--- src/qde_pkg.sv ---
// Purpose: Shared constants for the quadrature decoder event, shortcut and interrupt bank
// Assumes: Classic Wishbone slave, 32-bit data, byte addresses
// Notes:   All offsets are byte addresses of aligned words
`default_nettype none
package qde_pkg;
   ////////////////////////////////////////////////////////////////////////////////
   // Bus geometry
   localparam int ADR_W  = 12;
   localparam int DAT_W  = 32;
   localparam int SEL_W  = 4;
   localparam int NUM_EV = 5;
   localparam int NUM_LK = 7;

   ////////////////////////////////////////////////////////////////////////////////
   // Register offsets
   localparam logic [ADR_W-1:0] OFS_EV_SAMPLE  = 12'h100;
   localparam logic [ADR_W-1:0] OFS_EV_REPORT  = 12'h104;
   localparam logic [ADR_W-1:0] OFS_EV_OVERFL  = 12'h108;
   localparam logic [ADR_W-1:0] OFS_EV_DOUBLE  = 12'h10C;
   localparam logic [ADR_W-1:0] OFS_EV_STOPPED = 12'h110;
   localparam logic [ADR_W-1:0] OFS_LINKS      = 12'h200;
   localparam logic [ADR_W-1:0] OFS_IRQ_SET    = 12'h304;
   localparam logic [ADR_W-1:0] OFS_IRQ_CLR    = 12'h308;
   localparam logic [ADR_W-1:0] OFS_PENDING    = 12'h400;
   // Spacing of the event flag words
   localparam int               OFS_EV_STEP    = 4;

   ////////////////////////////////////////////////////////////////////////////////
   // Event bit positions, shared by flags, enables and pending status
   localparam int EV_SAMPLE  = 0;
   localparam int EV_REPORT  = 1;
   localparam int EV_OVERFL  = 2;
   localparam int EV_DOUBLE  = 3;
   localparam int EV_STOPPED = 4;

   // Shortcut bit positions in event_task_links
   localparam int LK_REPORT_BOTH   = 0;
   localparam int LK_SAMPLE_STOP   = 1;
   localparam int LK_REPORT_MOTION = 2;
   localparam int LK_REPORT_STOP   = 3;
   localparam int LK_DOUBLE_DBLS   = 4;
   localparam int LK_DOUBLE_STOP   = 5;
   localparam int LK_SAMPLE_BOTH   = 6;

   ////////////////////////////////////////////////////////////////////////////////
   // Reset values
   localparam logic [NUM_EV-1:0] RST_EV    = 5'h00;
   localparam logic [NUM_LK-1:0] RST_LK    = 7'h00;
   localparam logic [NUM_EV-1:0] RST_EN    = 5'h00;
   localparam logic [DAT_W-1:0]  RST_DAT   = 32'h00000000;
endpackage : qde_pkg
`default_nettype wire

--- src/qde_regs.sv ---
// Purpose: Event flags, event-to-task shortcuts and interrupt enables of the decoder
// Assumes: Event inputs come from the sampling core on i_clk, one-cycle pulses
// Notes:   Task outputs are one-cycle pulses, one clock after the causing event
//
// Added by the designer: the Wishbone interface to the registers.
`timescale 1ns/1ps
`default_nettype none

// What this block does
// RULE1: Stopped event sets its flag at 0x110; flag reads 0 until then.
// RULE2: Shortcut A: report-ready fires the snapshot-and-clear-both task.
// RULE3: Shortcut B: sample-ready fires the stop task.
// RULE4: Shortcut C: report-ready fires the snapshot-and-clear-motion task.
// RULE5: Shortcut D: report-ready fires the stop task.
// RULE6: Shortcut E: double-ready fires the snapshot-and-clear-doubles task.
// RULE7: Shortcut F: double-ready fires the stop task.
// RULE8: Shortcut G: sample-ready fires the both task; all shortcuts reset off.
// RULE9: Writing 1 to enable-set bit A enables the sample-ready interrupt.
// RULE10: Writing 1 to enable-set bit B enables the report-ready interrupt.
// RULE11: Writing 1 to enable-set bit C enables the overflow interrupt.
// RULE12: Writing 1 to enable-set bit D enables the double-ready interrupt.
// RULE13: Writing 1 to enable-set bit E enables the stopped interrupt.
// RULE14: Enable-set reads current enables; written zeros change nothing.
// RULE15: Report-ready only when period is complete and motion total nonzero.
// RULE16: Double-ready only when period is complete and doubles total nonzero.
// RULE17: Both task snapshots and clears both totals as one atomic step.
// RULE18: Writing 1 to enable-clear disables; it reads like enable-set.
// RULE19: Interrupt is high while an enabled event flag is set.
module qde_regs (
   // Clock and reset
   input  wire logic                        i_clk,
   input  wire logic                        i_srst,
   // Wishbone classic slave
   input  wire logic                        i_wb_cyc,
   input  wire logic                        i_wb_stb,
   input  wire logic                        i_wb_we,
   input  wire logic [qde_pkg::ADR_W-1:0]   i_wb_adr,
   input  wire logic [qde_pkg::SEL_W-1:0]   i_wb_sel,
   input  wire logic [qde_pkg::DAT_W-1:0]   i_wb_dat,
   output logic      [qde_pkg::DAT_W-1:0]   o_wb_dat,
   output logic                             o_wb_ack,
   // Sampling core status
   input  wire logic                        i_sample_ready,
   input  wire logic                        i_period_done,
   input  wire logic                        i_motion_nonzero,
   input  wire logic                        i_doubles_nonzero,
   input  wire logic                        i_total_overflow,
   input  wire logic                        i_stopped,
   // Tasks to the sampling core
   output logic                             o_stop_task,
   output logic                             o_snapshot_clear_both_task,
   output logic                             o_snapshot_clear_motion_task,
   output logic                             o_snapshot_clear_doubles_task,
   // Interrupt
   output logic                             o_irq
);

   ////////////////////////////////////////////////////////////////////////////////
   // Decode helpers
   function automatic logic is_event_ofs(input logic [qde_pkg::ADR_W-1:0] adr,
                                         input int idx);
      logic [qde_pkg::ADR_W-1:0] base;
      base = qde_pkg::OFS_EV_SAMPLE;
      return adr == (base + qde_pkg::ADR_W'(idx * qde_pkg::OFS_EV_STEP));
   endfunction : is_event_ofs

   ////////////////////////////////////////////////////////////////////////////////
   // Declarations
   logic [qde_pkg::NUM_EV-1:0] ev_flag;
   logic [qde_pkg::NUM_EV-1:0] ev_pulse;
   logic [qde_pkg::NUM_EV-1:0] irq_enable;
   logic [qde_pkg::NUM_EV-1:0] pending;
   logic [qde_pkg::NUM_LK-1:0] links;
   logic                       req;
   logic                       wr;
   logic                       rd;
   logic                       report_ready_event;
   logic                       double_transition_ready_event;
   logic [qde_pkg::DAT_W-1:0]  next_rdata;
   logic                       next_stop;
   logic                       next_both;

   ////////////////////////////////////////////////////////////////////////////////
   // Event generation
   assign report_ready_event            = i_period_done && i_motion_nonzero;   // RULE15
   assign double_transition_ready_event = i_period_done && i_doubles_nonzero;  // RULE16

   always_comb begin
      ev_pulse                      = '0;
      ev_pulse[qde_pkg::EV_SAMPLE]  = i_sample_ready;
      ev_pulse[qde_pkg::EV_REPORT]  = report_ready_event;
      ev_pulse[qde_pkg::EV_OVERFL]  = i_total_overflow;
      ev_pulse[qde_pkg::EV_DOUBLE]  = double_transition_ready_event;
      ev_pulse[qde_pkg::EV_STOPPED] = i_stopped;                               // RULE1
   end

   ////////////////////////////////////////////////////////////////////////////////
   // Wishbone slave: one wait state, ack drops the cycle after it rises
   assign req = i_wb_cyc && i_wb_stb && !o_wb_ack;
   assign wr  = req && i_wb_we && i_wb_sel[0];
   assign rd  = req && !i_wb_we;

   always_ff @(posedge i_clk) begin
      if (i_srst) begin
         o_wb_ack <= 1'b0;
      end else begin
         o_wb_ack <= req;
      end
   end

   always_comb begin
      next_rdata = qde_pkg::RST_DAT;
      if (i_wb_adr == qde_pkg::OFS_LINKS) begin
         next_rdata[qde_pkg::NUM_LK-1:0] = links;
      end else if (i_wb_adr == qde_pkg::OFS_IRQ_SET) begin
         next_rdata[qde_pkg::NUM_EV-1:0] = irq_enable;                         // RULE14
      end else if (i_wb_adr == qde_pkg::OFS_IRQ_CLR) begin
         next_rdata[qde_pkg::NUM_EV-1:0] = irq_enable;                         // RULE18
      end else if (i_wb_adr == qde_pkg::OFS_PENDING) begin
         next_rdata[qde_pkg::NUM_EV-1:0] = pending;
      end else begin
         for (int i = 0; i < qde_pkg::NUM_EV; i++) begin
            if (is_event_ofs(i_wb_adr, i)) begin
               next_rdata[0] = ev_flag[i];
            end
         end
      end
   end

   always_ff @(posedge i_clk) begin
      if (i_srst) begin
         o_wb_dat <= qde_pkg::RST_DAT;
      end else if (rd) begin
         o_wb_dat <= next_rdata;
      end
   end

   ////////////////////////////////////////////////////////////////////////////////
   // Event flags: hardware set wins over a software write of 0
   genvar g;
   generate
      for (g = 0; g < qde_pkg::NUM_EV; g++) begin : g_ev
         always_ff @(posedge i_clk) begin
            if (i_srst) begin
               ev_flag[g] <= qde_pkg::RST_EV[g];
            end else if (ev_pulse[g]) begin
               ev_flag[g] <= 1'b1;                                             // RULE1
            end else if (wr && is_event_ofs(i_wb_adr, g)) begin
               ev_flag[g] <= i_wb_dat[0];
            end
         end
      end
   endgenerate

   ////////////////////////////////////////////////////////////////////////////////
   // Shortcut register
   always_ff @(posedge i_clk) begin
      if (i_srst) begin
         links <= qde_pkg::RST_LK;                                             // RULE8
      end else if (wr && i_wb_adr == qde_pkg::OFS_LINKS) begin
         links <= i_wb_dat[qde_pkg::NUM_LK-1:0];
      end
   end

   ////////////////////////////////////////////////////////////////////////////////
   // Interrupt enables: set and clear views of one register
   always_ff @(posedge i_clk) begin
      if (i_srst) begin
         irq_enable <= qde_pkg::RST_EN;
      end else if (wr && i_wb_adr == qde_pkg::OFS_IRQ_SET) begin
         irq_enable <= irq_enable | i_wb_dat[qde_pkg::NUM_EV-1:0];  // RULE9 RULE10 RULE11 RULE12 RULE13 RULE14
      end else if (wr && i_wb_adr == qde_pkg::OFS_IRQ_CLR) begin
         irq_enable <= irq_enable & ~i_wb_dat[qde_pkg::NUM_EV-1:0];            // RULE18
      end
   end

   // Pending status: cleared by a read, a same-cycle event survives the clear
   always_ff @(posedge i_clk) begin
      if (i_srst) begin
         pending <= qde_pkg::RST_EV;
      end else if (rd && i_wb_adr == qde_pkg::OFS_PENDING) begin
         pending <= ev_pulse;
      end else begin
         pending <= pending | ev_pulse;
      end
   end

   // Level output; flags keep it up even after the pending view was read
   assign o_irq = |((ev_flag | pending) & irq_enable);                         // RULE19

   ////////////////////////////////////////////////////////////////////////////////
   // Shortcuts to tasks
   always_comb begin
      next_stop = (links[qde_pkg::LK_SAMPLE_STOP] && i_sample_ready)                    // RULE3
               || (links[qde_pkg::LK_REPORT_STOP] && report_ready_event)                // RULE5
               || (links[qde_pkg::LK_DOUBLE_STOP] && double_transition_ready_event);    // RULE7
      next_both = (links[qde_pkg::LK_REPORT_BOTH] && report_ready_event)                // RULE2
               || (links[qde_pkg::LK_SAMPLE_BOTH] && i_sample_ready);                   // RULE8
   end

   // Single both-task pulse: the core copies and clears both totals together
   always_ff @(posedge i_clk) begin
      if (i_srst) begin
         o_stop_task                   <= 1'b0;
         o_snapshot_clear_both_task    <= 1'b0;
         o_snapshot_clear_motion_task  <= 1'b0;
         o_snapshot_clear_doubles_task <= 1'b0;
      end else begin
         o_stop_task                   <= next_stop;
         o_snapshot_clear_both_task    <= next_both;                                     // RULE17
         o_snapshot_clear_motion_task  <= links[qde_pkg::LK_REPORT_MOTION]
                                          && report_ready_event;                         // RULE4
         o_snapshot_clear_doubles_task <= links[qde_pkg::LK_DOUBLE_DBLS]
                                          && double_transition_ready_event;              // RULE6
      end
   end
endmodule : qde_regs
`default_nettype wire

--- config.mk ---
export PLATFORM = sky130hd
export DESIGN_NAME = qde_regs
export DESIGN_NICKNAME = d
export VERILOG_FILES = /design/src/qde_pkg.sv /design/src/qde_regs.sv
export SDC_FILE = /design/constraint.sdc
export NUM_CORES = 1
export LEC_CHECK = 0
export BUFFER_PORTS_ARGS = -buffer_cell sky130_fd_sc_hd__clkbuf_2
export CORE_MARGIN = 5
export CORE_UTILIZATION = 40
export CTS_BUF_LIST = sky130_fd_sc_hd__clkbuf_16
export CTS_CLUSTER_DIAMETER = 40
export CTS_CLUSTER_SIZE = 14
export DETAILED_ROUTE_END_ITERATION = 7
export HOLD_SLACK_MARGIN = 0.1
export PLACE_DENSITY = 0.84
export SETUP_SLACK_MARGIN = 0.1
export SYNTH_ARGS = -nofsm -noshare
export SYNTH_HDL_FRONTEND = slang
export SYNTH_SLANG_ARGS = --single-unit
--- constraint.sdc ---
create_clock -name i_clk -period 2.15 [get_ports i_clk]
set_clock_uncertainty 0.1 [all_clocks]
set_input_delay 0.1075 -clock i_clk [delete_from_list [all_inputs] [get_ports i_clk]]
set_output_delay 0.1075 -clock i_clk [all_outputs]
set_load 0.03 [all_outputs]
# After elaboration in Yosys (flattened, before gate mapping)
# Index checks and enable logic that the tools add are counted.
[classes]
n_eq_ne = 9
n_mux = 24
bitwise_logic = 6
n_reduce_logical = 35
[op_table]
columns = ["operator", "count"]
rows = [
  ["$eq 12x9->1 const B", 5],
  ["$eq 12x10->1 const B", 3],
  ["$mux 5", 6],
  ["$logic_and 1x1->1", 23],
  ["$mux 1", 16],
  ["$or 5x5->5", 3],
  ["$eq 12x11->1 const B", 1],
  ["$reduce_bool 2->1", 6],
  ["$and 5x5->5", 2],
  ["$not 5->5", 1],
  ["$reduce_or 5->1", 1],
  ["$mux 4", 1],
  ["$logic_or 1x1->1", 3],
  ["$logic_not 1->1", 2],
  ["$mux 2", 1],
]
[totals]
regBits = 34
input_bits = 59
output_inout_bits = 38
wordCells = 88

# Depth between registers and ports, before layout
# Gate-level depths: netlist (run 1).
[depth]
depth_word = 10
ltp_mapped = 7
depth_no_buf = 5

# Worst setup path before layout (run 1)
# No wires, ideal clock.
[synth_timing]
path_kind = "reg2reg"
start = "register o_wb_ack"
end = "register ev_flag[1] (netlist name)"
setup_time_ps = 132
arrival_ps = 1441
t_required_ps = 1918
slack_ps = 476
stages_incl_launch_ff = 7
cell_sequence = "dfxtp_1 -> and3b_1 -> clkbuf_1 -> nand4_1 -> nor3_1 -> mux2i_1 -> a21oi_1"
[synth_between]
elab_chain_len = 6
[synth_rtl]
columns = ["element", "line_no", "source"]
rows = [
  ["start: declaration", "qde_regs.sv:41", "output logic o_wb_ack,"],
  ["start signal: assignment", "qde_regs.sv:107", "o_wb_ack <= req;"],
  ["$logic_not 1->1", "qde_regs.sv:99", "assign req = i_wb_cyc && i_wb_stb && !o_wb_ack;"],
  ["$logic_and 1x1->1", "qde_regs.sv:99", ""],
  ["$logic_and 1x1->1 (2 in series)", "qde_regs.sv:100", "assign wr = req && i_wb_we && i_wb_sel[0];"],
  ["$logic_and 1x1->1", "qde_regs.sv:148", "end else if (wr && is_event_ofs(i_wb_adr, g)) begin"],
  ["$reduce_bool 2->1 (no source line)", "--", ""],
  ["end signal: indexed assignment", "qde_regs.sv:145", "ev_flag[g] <= qde_pkg::RST_EV[g];"],
  ["end signal: indexed assignment", "qde_regs.sv:149", "ev_flag[g] <= i_wb_dat[0];"],
  ["end: declaration", "qde_regs.sv:69", "logic [qde_pkg::NUM_EV-1:0] ev_flag;"],
]
# Every way passes these cells.
# A chain may end at the register's enable or synchronous reset.

# Final worst setup path (run 1)
[layout_timing]
start = "input i_period_done"
end = "register o_stop_task"
[layout_between]
elab_chain_len = 4
[layout_rtl]
columns = ["element", "line_no", "source"]
rows = [
  ["start: declaration", "qde_regs.sv:44", "input wire logic i_period_done,"],
  ["$logic_and 1x1->1", "qde_regs.sv:85", "assign report_ready_event = i_period_done && i_motion_nonzero;"],
  ["$logic_and 1x1->1", "qde_regs.sv:195", "|| (links[qde_pkg::LK_REPORT_STOP] && report_ready_event)"],
  ["$logic_or 1x1->1", "qde_regs.sv:195", ""],
  ["$logic_or 1x1->1 *", "qde_regs.sv:196", "|| (links[qde_pkg::LK_DOUBLE_STOP] && double_transition_ready_event);"],
  ["end signal: assignment", "qde_regs.sv:209", "o_stop_task <= next_stop;"],
  ["end: declaration", "qde_regs.sv:50", "output logic o_stop_task,"],
]
# Mark *: on every way between the ends. The rest lies on a longest branch, timed or not.

==> results of run 1 <==
-- synth_stat cells (4+ instances only) --
library cell | count | share of area, %
nand3_1 | 9 | 2.5
a211oi_1 | 7 | 2.9
mux2i_1 | 9 | 5.0
a21oi_1 | 20 | 5.5
nand2_1 | 11 | 2.3
nor2_1 | 26 | 5.4
a221o_1 | 4 | 2.2
clkbuf_1 | 6 | 1.2
dfxtp_1 | 34 | 38
o21ai_0 | 6 | 1.7
nor3_1 | 13 | 3.6
nor3b_1 | 5 | 2.1
buf_4 | 26 | 11
-- report_power, final --
part | total [uW] | internal [uW] | switching [uW]
Combinational | 211 | 69.2 | 142
Clock | 637 | 410 | 227
Sequential | 664 | 650 | 14.1
-- stage by stage --
step	cells	utilization (%)	total power [uW]	hold slack (ns)	setup slack, ns
floorplan	233	-	836	0.104	0.476
global placement	295	44.9	857	0.223	0.381
detailed placement	295	44.9	862	0.230	0.303
CTS	318	51.8	1520	0.216	0.199
global route	318	51.8	1580	0.242	0.130
finish	318	51.8	1510	0.221	0.172
-- cells in the final DEF, fill, tap and decap left out, drive strengths merged, types with 3 or more instances in the layout --
master / count
dlygate4sd3: 17
nor4b: 3
nor4: 5
nand3: 10
nor3: 14
mux2i: 9
dfxtp: 34
conb: 25
nor3b: 5
nand2: 11
clkbuf: 48
a221o: 4
a211oi: 7
o21ai: 6
nor2: 26
a21oi: 20
-- layout make-up --
type / instances / area [um^2]
tap: 52 / 65.1
clock buffer: 5 / 125
timing repair buffer: 62 / 400
multi-input combinational: 164 / 981
sequential: 34 / 681
fill: 407 / 2100
clock inverter: 1 / 3.75
-- layer usage --
metal  vias to the layer above  part of all wire, %  GRT usage, %
met4                         0                  1.7          5.33
met5                         -                    0             0
li1                        824                    -             -
met2                        90                   45          23.4
met3                         8                   12          6.21
met1                       767                   42          19.0
-- kinds of logic after synthesis --
family	after synthesis
multiplexers	9
other	1
XOR/XNOR	1
flip-flops	34
buffers and inverters	35
AND/OR/NAND/NOR	87
AO/OA/AOI/OAI	42
-- worst max path at each step --
| stage | end | startpoint | slack [ns] | depth (start not counted) |
|---|---|---|---|---|
| floorplan | ev_flag[1]$_SDFFE_PP0P_ | o_wb_ack$_SDFF_PP0_ | 0.48 | 6 |
| global placement | links[1]$_SDFFE_PP0P_ | i_wb_adr[5] | 0.38 | 6 |
| detailed placement | links[4]$_SDFFE_PP0P_ | i_wb_adr[5] | 0.30 | 6 |
| CTS | o_stop_task$_SDFF_PP0_ | i_period_done | 0.20 | 6 |
| global route | o_stop_task$_SDFF_PP0_ | i_period_done | 0.13 | 6 |
| finish | o_stop_task$_SDFF_PP0_ | i_period_done | 0.17 | 6 |
-- tightest hold or removal path: cells and delay by family --
family | cells | cell delay, ns
and+or+nand+nor | 3 | 0.19
buffers and inverters | 2 | 0.25
==> flow_metrics.py, run 1 <==
metrics = {
    "run_status": {
        "status": "complete, no violations",
    },
    "synth": {
        "yosys.area_share.xor_xnor_pct": 0.485,
        "syn-cell-area_um2": 1800,
        "synth_flop_cell": "dfxtp_1",
        "synth_top_family_by_area": "simple AND/OR/NAND/NOR gates",
        "seq_area_frac_synth_pct": 37.7,
        "async_reset_ff_share_pct": 0,
        "ys_types": 37,
        "synth_adder_area_share_pct": 0,
        "synth_seq_cells": 34,
        "synthMuxAreaShare_pct": 4.99,
        "synth_compound_area_share_pct": 14.8,
        "postSynthCellCount": 209,
        "synth_edf_count": 0,
        "synth-simple-area-share_pct": 28.9,
        "yosysWarnings": 0,
        "synth_area_per_cell_um2": 8.63,
    },
    "critical_path": {
        "r2r_cells": 4,
        "crit_buf_inv": 4,
        "path_class": "in -> reg",
        "crit_slowest_cell": "dlygate4sd3_1",
        "crit_chain": "dlygate4sd3_1, clkbuf_2, nand3_1, dlygate4sd3_1, a21oi_1, dlygate4sd3_1",
        "worst_setup_path_start_kind": "primary input",
        "worstPathMaxFanout": 5,
        "cp_common_cell": "dlygate4sd3_1",
        "r2r-end": "o_stop_task$_SDFF_PP0_",
        "critPathCaptureType": "flop",
        "cpPeakStageDelay_ns": 0.56,
        "arrival_ns": 2.10,
        "r2r_slack_ns": 0.32,
        "r2r_start": "links[3]$_SDFFE_PP0P_",
        "crit_family": "buffers and inverters",
        "required_ns": 2.27,
    },
    "drt": {
        "first_pass_iters": 4,
        "wire_per_inst_um": 14.4,
        "vias_per_cell": 5.31,
        "wl_um": 4590,
        "vias": 1689,
        "drt_first_iter_violations": 172,
        "ant_nets": 0,
        "drc_errors": 0,
    },
    "timing": {
        "relSlewSlack_pct": 61.7,
        "setup_violations": 0,
        "hold_viol_final": 0,
        "finalSetupTns_ns": 0,
        "worstMarginPinSlew_ns": 0.570,
        "slew_violations": 0,
        "rsz0062_at_grt": "no",
        "finalCritPeriodShare_pct": 92.0,
        "period_needed_ns": 1.98,
        "fmax_mhz": 506,
    },
    "worst_hold_path": {
        "holdCritStartpoint": "i_wb_we",
        "hold_path_depth": 5,
        "whs_endpoint": "o_wb_dat[2]$_SDFFE_PP0P_",
        "hold_path.class": "in -> reg",
    },
    "clock_tree": {
        "root_buffer": "clkbuf_16",
        "clockBufferDepth": 2,
        "clock_latency_ns": 0.27,
        "cts_tree": "done",
        "cts_made_buffers": 5,
        "post_cts.repair.setup_buffers": 0,
        "cts.clk_slew.worst_paths_ns": 0.05,
        "cts_sinks": 34,
        "htreeDepth": 2,
        "cts_resized": 0,
        "cts.hold.buffers_added": 17,
    },
    "floorplan": {
        "io_pins": 97,
        "initial_core_util_pct": 41.4,
        "dieHeight_um": 77.2,
        "coreArea_um2": 4350,
        "dieArea_um2": 5950,
        "rows": 24,
        "die_w_um": 77.2,
    },
    "placement": {
        "io_buffers": 43,
        "gp_congestion": 0.871,
        "dp_hpwl_um": 3390,
        "placed_area_um2": 1960,
    },
    "power": {
        "p_per_area_nw_per_um2": 670,
        "ir_drop_mv": 0.354,
        "leakagePower_uw": 0.000934,
    },
    "grt": {
        "grt_max_degree": 35,
        "grt_pass1_wl_um": 7400,
        "grt_pass1_vias": 1618,
        "antenna_found_initial": 0,
        "grt_overflow": 0,
        "grt.total_usage_pct": 15.2,
    },
    "run": {
        "maxCapViolCount": 0,
    },
    "cells_and_area": {
        "nNetsFinal": 326,
        "drive_gt1_share_pct": 21.8,
        "fin_area_um2": 2260,
        "syn2layout_area_growth_pct": 25.0,
        "diodes": 0,
    },
}
(Power assumes the default switching activity.)
==> inputs of run 2 (changes only) <==
Settings changed: CTS_BUF_LIST sky130_fd_sc_hd__clkbuf_16 to sky130_fd_sc_hd__clkbuf_8.
==> flow_metrics.py, run 2 (synthesis results as in run 1) <==
metrics = {
    "critical_path": {
        "crit_start": "i_period_done",
        "required_ns": 2.28,
        "crit_slowest_cell": "dlygate4sd3_1",
        "arrival_ns": 2.10,
        "critPathCaptureType": "flop",
        "r2r_start": "links[3]$_SDFFE_PP0P_",
        "r2r-end": "o_stop_task$_SDFF_PP0_",
        "worstPathMaxFanout": 5,
        "r2r_cells": 4,
        "crit_chain": "dlygate4sd3_1, clkbuf_2, nand3_1, dlygate4sd3_1, a21oi_1, dlygate4sd3_1",
        "path_class": "in -> reg",
        "cpPeakStageDelay_ns": 0.56,
        "cp-endpoint": "o_stop_task$_SDFF_PP0_",
        "worst_setup_path_start_kind": "primary input",
        "cp_common_cell": "dlygate4sd3_1",
        "r2r_slack_ns": 0.30,
    },
    "cells_and_area": {
        "final_core_util_pct": 50.7,
        "syn2layout_area_growth_pct": 22.5,
        "drive_gt1_share_pct": 22.2,
        "multi_input_comb_area_um2": 981,
        "nFillCells": 418,
        "diodes": 0,
        "seqCellArea_um2": 681,
        "layout_commonest_cell": "clkbuf_2",
        "fin_area_um2": 2210,
        "nNetsFinal": 326,
        "layout_common_cells": "clkbuf_2 (43), dfxtp_1 (34), nor2_1 (26)",
    },
    "placement": {
        "placed_area_um2": 1960,
        "dp_hpwl_um": 3390,
        "io_buffers": 43,
        "gp_congestion": 0.871,
        "pre_cts_ws_ns": 0.303,
    },
    "power": {
        "p_per_area_nw_per_um2": 601,
        "leakagePower_uw": 0.000914,
        "ir_drop_mv": 0.288,
    },
    "floorplan": {
        "coreArea_um2": 4350,
        "dieHeight_um": 77.2,
        "dieArea_um2": 5950,
        "rows": 24,
        "initial_core_util_pct": 41.4,
        "die_w_um": 77.2,
        "io_pins": 97,
    },
    "grt": {
        "grt_pass1_vias": 1617,
        "grt_max_degree": 35,
        "antenna_found_initial": 0,
        "grt_overflow": 0,
        "grt.total_usage_pct": 15.0,
        "grt_pass1_wl_um": 7350,
    },
    "timing": {
        "hold_viol_final": 0,
        "finalCritPeriodShare_pct": 91.7,
        "worstMarginPinSlew_ns": 0.559,
        "finalSetupTns_ns": 0,
        "relSlewSlack_pct": 62.4,
        "slew_violations": 0,
        "fmax_mhz": 507,
        "period_needed_ns": 1.97,
        "setup_violations": 0,
        "rsz0062_at_grt": "no",
        "holdWs_ns": 0.204,
        "worst_slack_ns": 0.178,
    },
    "drt": {
        "drc_errors": 0,
        "vias": 1690,
        "vias_per_cell": 5.31,
        "ant_nets": 0,
        "first_pass_iters": 4,
        "wire_per_inst_um": 14.2,
        "wl_um": 4530,
        "drt_first_iter_violations": 144,
    },
    "clock_tree": {
        "cts_sinks": 34,
        "root_buffer": "clkbuf_8",
        "cts_made_buffers": 5,
        "htreeDepth": 2,
        "cts.clk_slew.worst_paths_ns": 0.06,
        "cts_resized": 0,
        "cts_tree": "done",
        "clockBufferDepth": 2,
        "clock_latency_ns": 0.29,
    },
    "run": {
        "maxCapViolCount": 0,
    },
    "run_status": {
        "status": "complete, no violations",
    },
    "worst_hold_path": {
        "hold_path.class": "in -> reg",
    },
}
-- run 2: repair_timing --
item	CTS	global route
setup buffers	0	0
endpoints found under the setup margin	0	0
hold endpoints to repair	25	0
hold buffers	17	0
-- run 2: metrics by stage --
| step | power [uW] | std cells |
|---|---|---|
| 5_1_grt | 1390 | 318 |
| 4_1_cts | 1330 | 318 |
| 2_1_floorplan | 836 | 233 |
| 3_3_place_gp | 857 | 295 |
| 6_report | 1330 | 318 |
| 3_5_place_dp | 862 | 295 |
-- run 2: critical path: cells and delay by family --
kind,cells,cell delay (ns)
AND/OR/NAND/NOR,1,0.08
buffers and inverters,4,1.78
AO/OA/AOI/OAI,1,0.13
-- run 2: metal layers --
metal  up-vias  GRT usage (%)  part of all wire (%)
li1        823              -                     -
met1       768           18.6                    42
met2        93           23.5                    45
met3         6           5.85                    11
met4         0           5.33                   1.3
met5         -              0                     0
-- run 2: worst min-delay path by stage --
stage                      startpoint                  endpoint  slack [ns]  cells after the start
after floorplan           i_wb_dat[4]                      flop        0.10                      1
after global placement    i_wb_dat[1]                      flop        0.22                      2
after detailed placement  i_wb_dat[4]                      flop        0.23                      2
after CTS                     i_wb_we  o_wb_dat[4]$_SDFFE_PP0P_        0.19                      5
after global routing          i_wb_we  o_wb_dat[3]$_SDFFE_PP0P_        0.23                      5
final                         i_wb_we  o_wb_dat[4]$_SDFFE_PP0P_        0.20                      5
-- run 2: final cells by class --
cell class / count / area share [%]
tap: 52 / 2.94
clock buffer: 6 / 3.74
sequential: 34 / 30.8
timing repair buffer: 62 / 18.1
multi-input combinational: 164 / 44.4
-- run 2: report_power, final --
group          internal, uW  switching, uW  leakage [uW]  total, uW
sequential              648           13.8      0.000277        662
clock                   246            210     0.0000431        456
combinational          69.2            141      0.000594        210
==> inputs of run 3 (changes only) <==
Settings changed: PLACE_DENSITY 0.84 to 0.87.
Clock period 2.15 ns to 1.63 ns, I/O delays scaled along.
==> flow_metrics.py, run 3 (synthesis results as in run 1) <==
metrics = {
    "run_status": {
        "status": "complete, no violations",
    },
    "timing": {
        "hold_viol_final": 0,
        "finalCritPeriodShare_pct": 90.5,
        "setup_violations": 0,
        "period_needed_ns": 1.47,
        "finalSetupTns_ns": 0,
        "fmax_mhz": 678,
        "rsz0062_at_grt": "yes",
        "slew_violations": 0,
    },
    "worst_hold_path": {
        "hold_path_depth": 3,
        "holdCritStartpoint": "i_srst",
        "hold_path.class": "in -> reg",
        "whs_endpoint": "pending[4]$_SDFF_PP0_",
    },
    "critical_path": {
        "critPathCaptureType": "flop",
        "arrival_ns": 1.58,
        "r2r_slack_ns": 0.16,
        "worst_setup_path_start_kind": "flop",
        "worstPathMaxFanout": 5,
        "r2r-end": "ev_flag[0]$_SDFFE_PP0P_",
        "required_ns": 1.73,
        "path_class": "reg -> reg",
        "r2r_cells": 5,
        "r2r_start": "o_wb_ack$_SDFF_PP0_",
    },
    "placement": {
        "io_buffers": 43,
        "gp_congestion": 0.915,
        "dp_hpwl_um": 3520,
        "placed_area_um2": 2090,
    },
    "clock_tree": {
        "root_buffer": "clkbuf_8",
        "clockBufferDepth": 2,
        "cts_tree": "done",
        "htreeDepth": 2,
        "cts.clk_slew.worst_paths_ns": 0.06,
        "cts_made_buffers": 5,
        "clock_latency_ns": 0.29,
        "cts_sinks": 34,
    },
    "power": {
        "leakagePower_uw": 0.00101,
        "ir_drop_mv": 0.486,
        "finalPower_uw": 1800,
        "p_per_area_nw_per_um2": 754,
    },
    "drt": {
        "drt_first_iter_violations": 179,
        "vias": 1778,
        "wl_met1_um": 1970,
        "met3_length_um": 437,
        "wl_um": 4740,
        "vias_per_cell": 5.28,
        "top_layer": "met4",
        "first_pass_iters": 4,
        "wire_per_inst_um": 14.1,
        "drc_errors": 0,
        "met2_length_um": 2280,
        "ant_nets": 0,
    },
    "grt": {
        "grt_overflow": 0,
        "grt_max_degree": 35,
        "grt_pass1_wl_um": 7240,
        "grt_pass1_vias": 1545,
        "antenna_found_initial": 0,
        "grt.total_usage_pct": 15.0,
    },
    "cells_and_area": {
        "nNetsFinal": 343,
        "layout_common_cells": "clkbuf_2 (43), dfxtp_1 (32), nor2_1 (26)",
        "syn2layout_area_growth_pct": 32.5,
        "diodes": 0,
        "drive_gt1_share_pct": 30.2,
        "fin_area_um2": 2390,
        "layout_commonest_cell": "clkbuf_2",
    },
    "floorplan": {
        "coreArea_um2": 4350,
        "initial_core_util_pct": 41.4,
        "dieHeight_um": 77.2,
        "rows": 24,
        "die_w_um": 77.2,
        "dieArea_um2": 5950,
        "io_pins": 97,
    },
    "run": {
        "maxCapViolCount": 0,
    },
}
run 3: how the worst max path moves through the flow:
stage | startpoint | endpoint | slack [ns] | depth (start not counted)
detailed placement | i_wb_adr[5] | o_wb_dat[3]$_SDFFE_PP0P_ | -0.06 | 8
CTS | o_wb_ack$_SDFF_PP0_ | ev_flag[1]$_SDFFE_PP0P_ | 0.10 | 5
global placement | i_wb_adr[5] | o_wb_dat[0]$_SDFFE_PP0P_ | -0.02 | 6
finish | o_wb_ack$_SDFF_PP0_ | ev_flag[0]$_SDFFE_PP0P_ | 0.16 | 5
floorplan | o_wb_ack$_SDFF_PP0_ | ev_flag[1]$_SDFFE_PP0P_ | 0.10 | 6
global route | o_wb_ack$_SDFF_PP0_ | o_wb_dat[0]$_SDFFE_PP0P_ | 0.04 | 6
run 3: repair_timing:
| action | CTS | global route |
|---|---|---|
| resized for setup | 0 | 8 |
| endpoints found under the hold margin | 27 | 0 |
| hold buffers | 18 | 0 |
| buffers inserted | 0 | 0 |
| setup endpoints to repair | 0 | 5 |
run 3: stage by stage:
stage / instances / util, % / setup slack (ns) / hold WS (ns)
after detailed placement: 312 / 48.0 / -0.0550 / 0.201
after floorplan: 233 / - / 0.102 / 0.0781
after global routing: 337 / 54.9 / 0.0357 / 0.209
final: 337 / 54.9 / 0.155 / 0.183
after CTS: 338 / 54.3 / 0.102 / 0.179
after global placement: 312 / 48.0 / -0.0154 / 0.196
run 3: per-layer routing:
metal,track usage (%),vias to the layer above
met3,5.50,4
met1,18.8,837
met4,4.12,0
li1,-,864
met2,23.9,73
met5,0,-
run 3: cell type report:
class,instances,area (um^2)
fillers,404,1960
multi-input cells,164,1020
flip-flops and latches,34,683
repair buffers,79,528
clock buffers,6,82.6
well taps,52,65.1
clock inverters,2,8.76
run 3: power by group:
| group | total [uW] | switching, uW | internal [uW] |
|---|---|---|---|
| Combinational | 300 | 194 | 106 |
| Clock | 628 | 295 | 334 |
| Sequential | 873 | 18.3 | 855 |
run 3: critical path, cell delays in order (launching register included):
cell      delay (ns)
dfxtp_2         0.34
and3b_2         0.28
nand3_2         0.13
nor4_4          0.27
nor3_1          0.07
a211oi_1        0.20
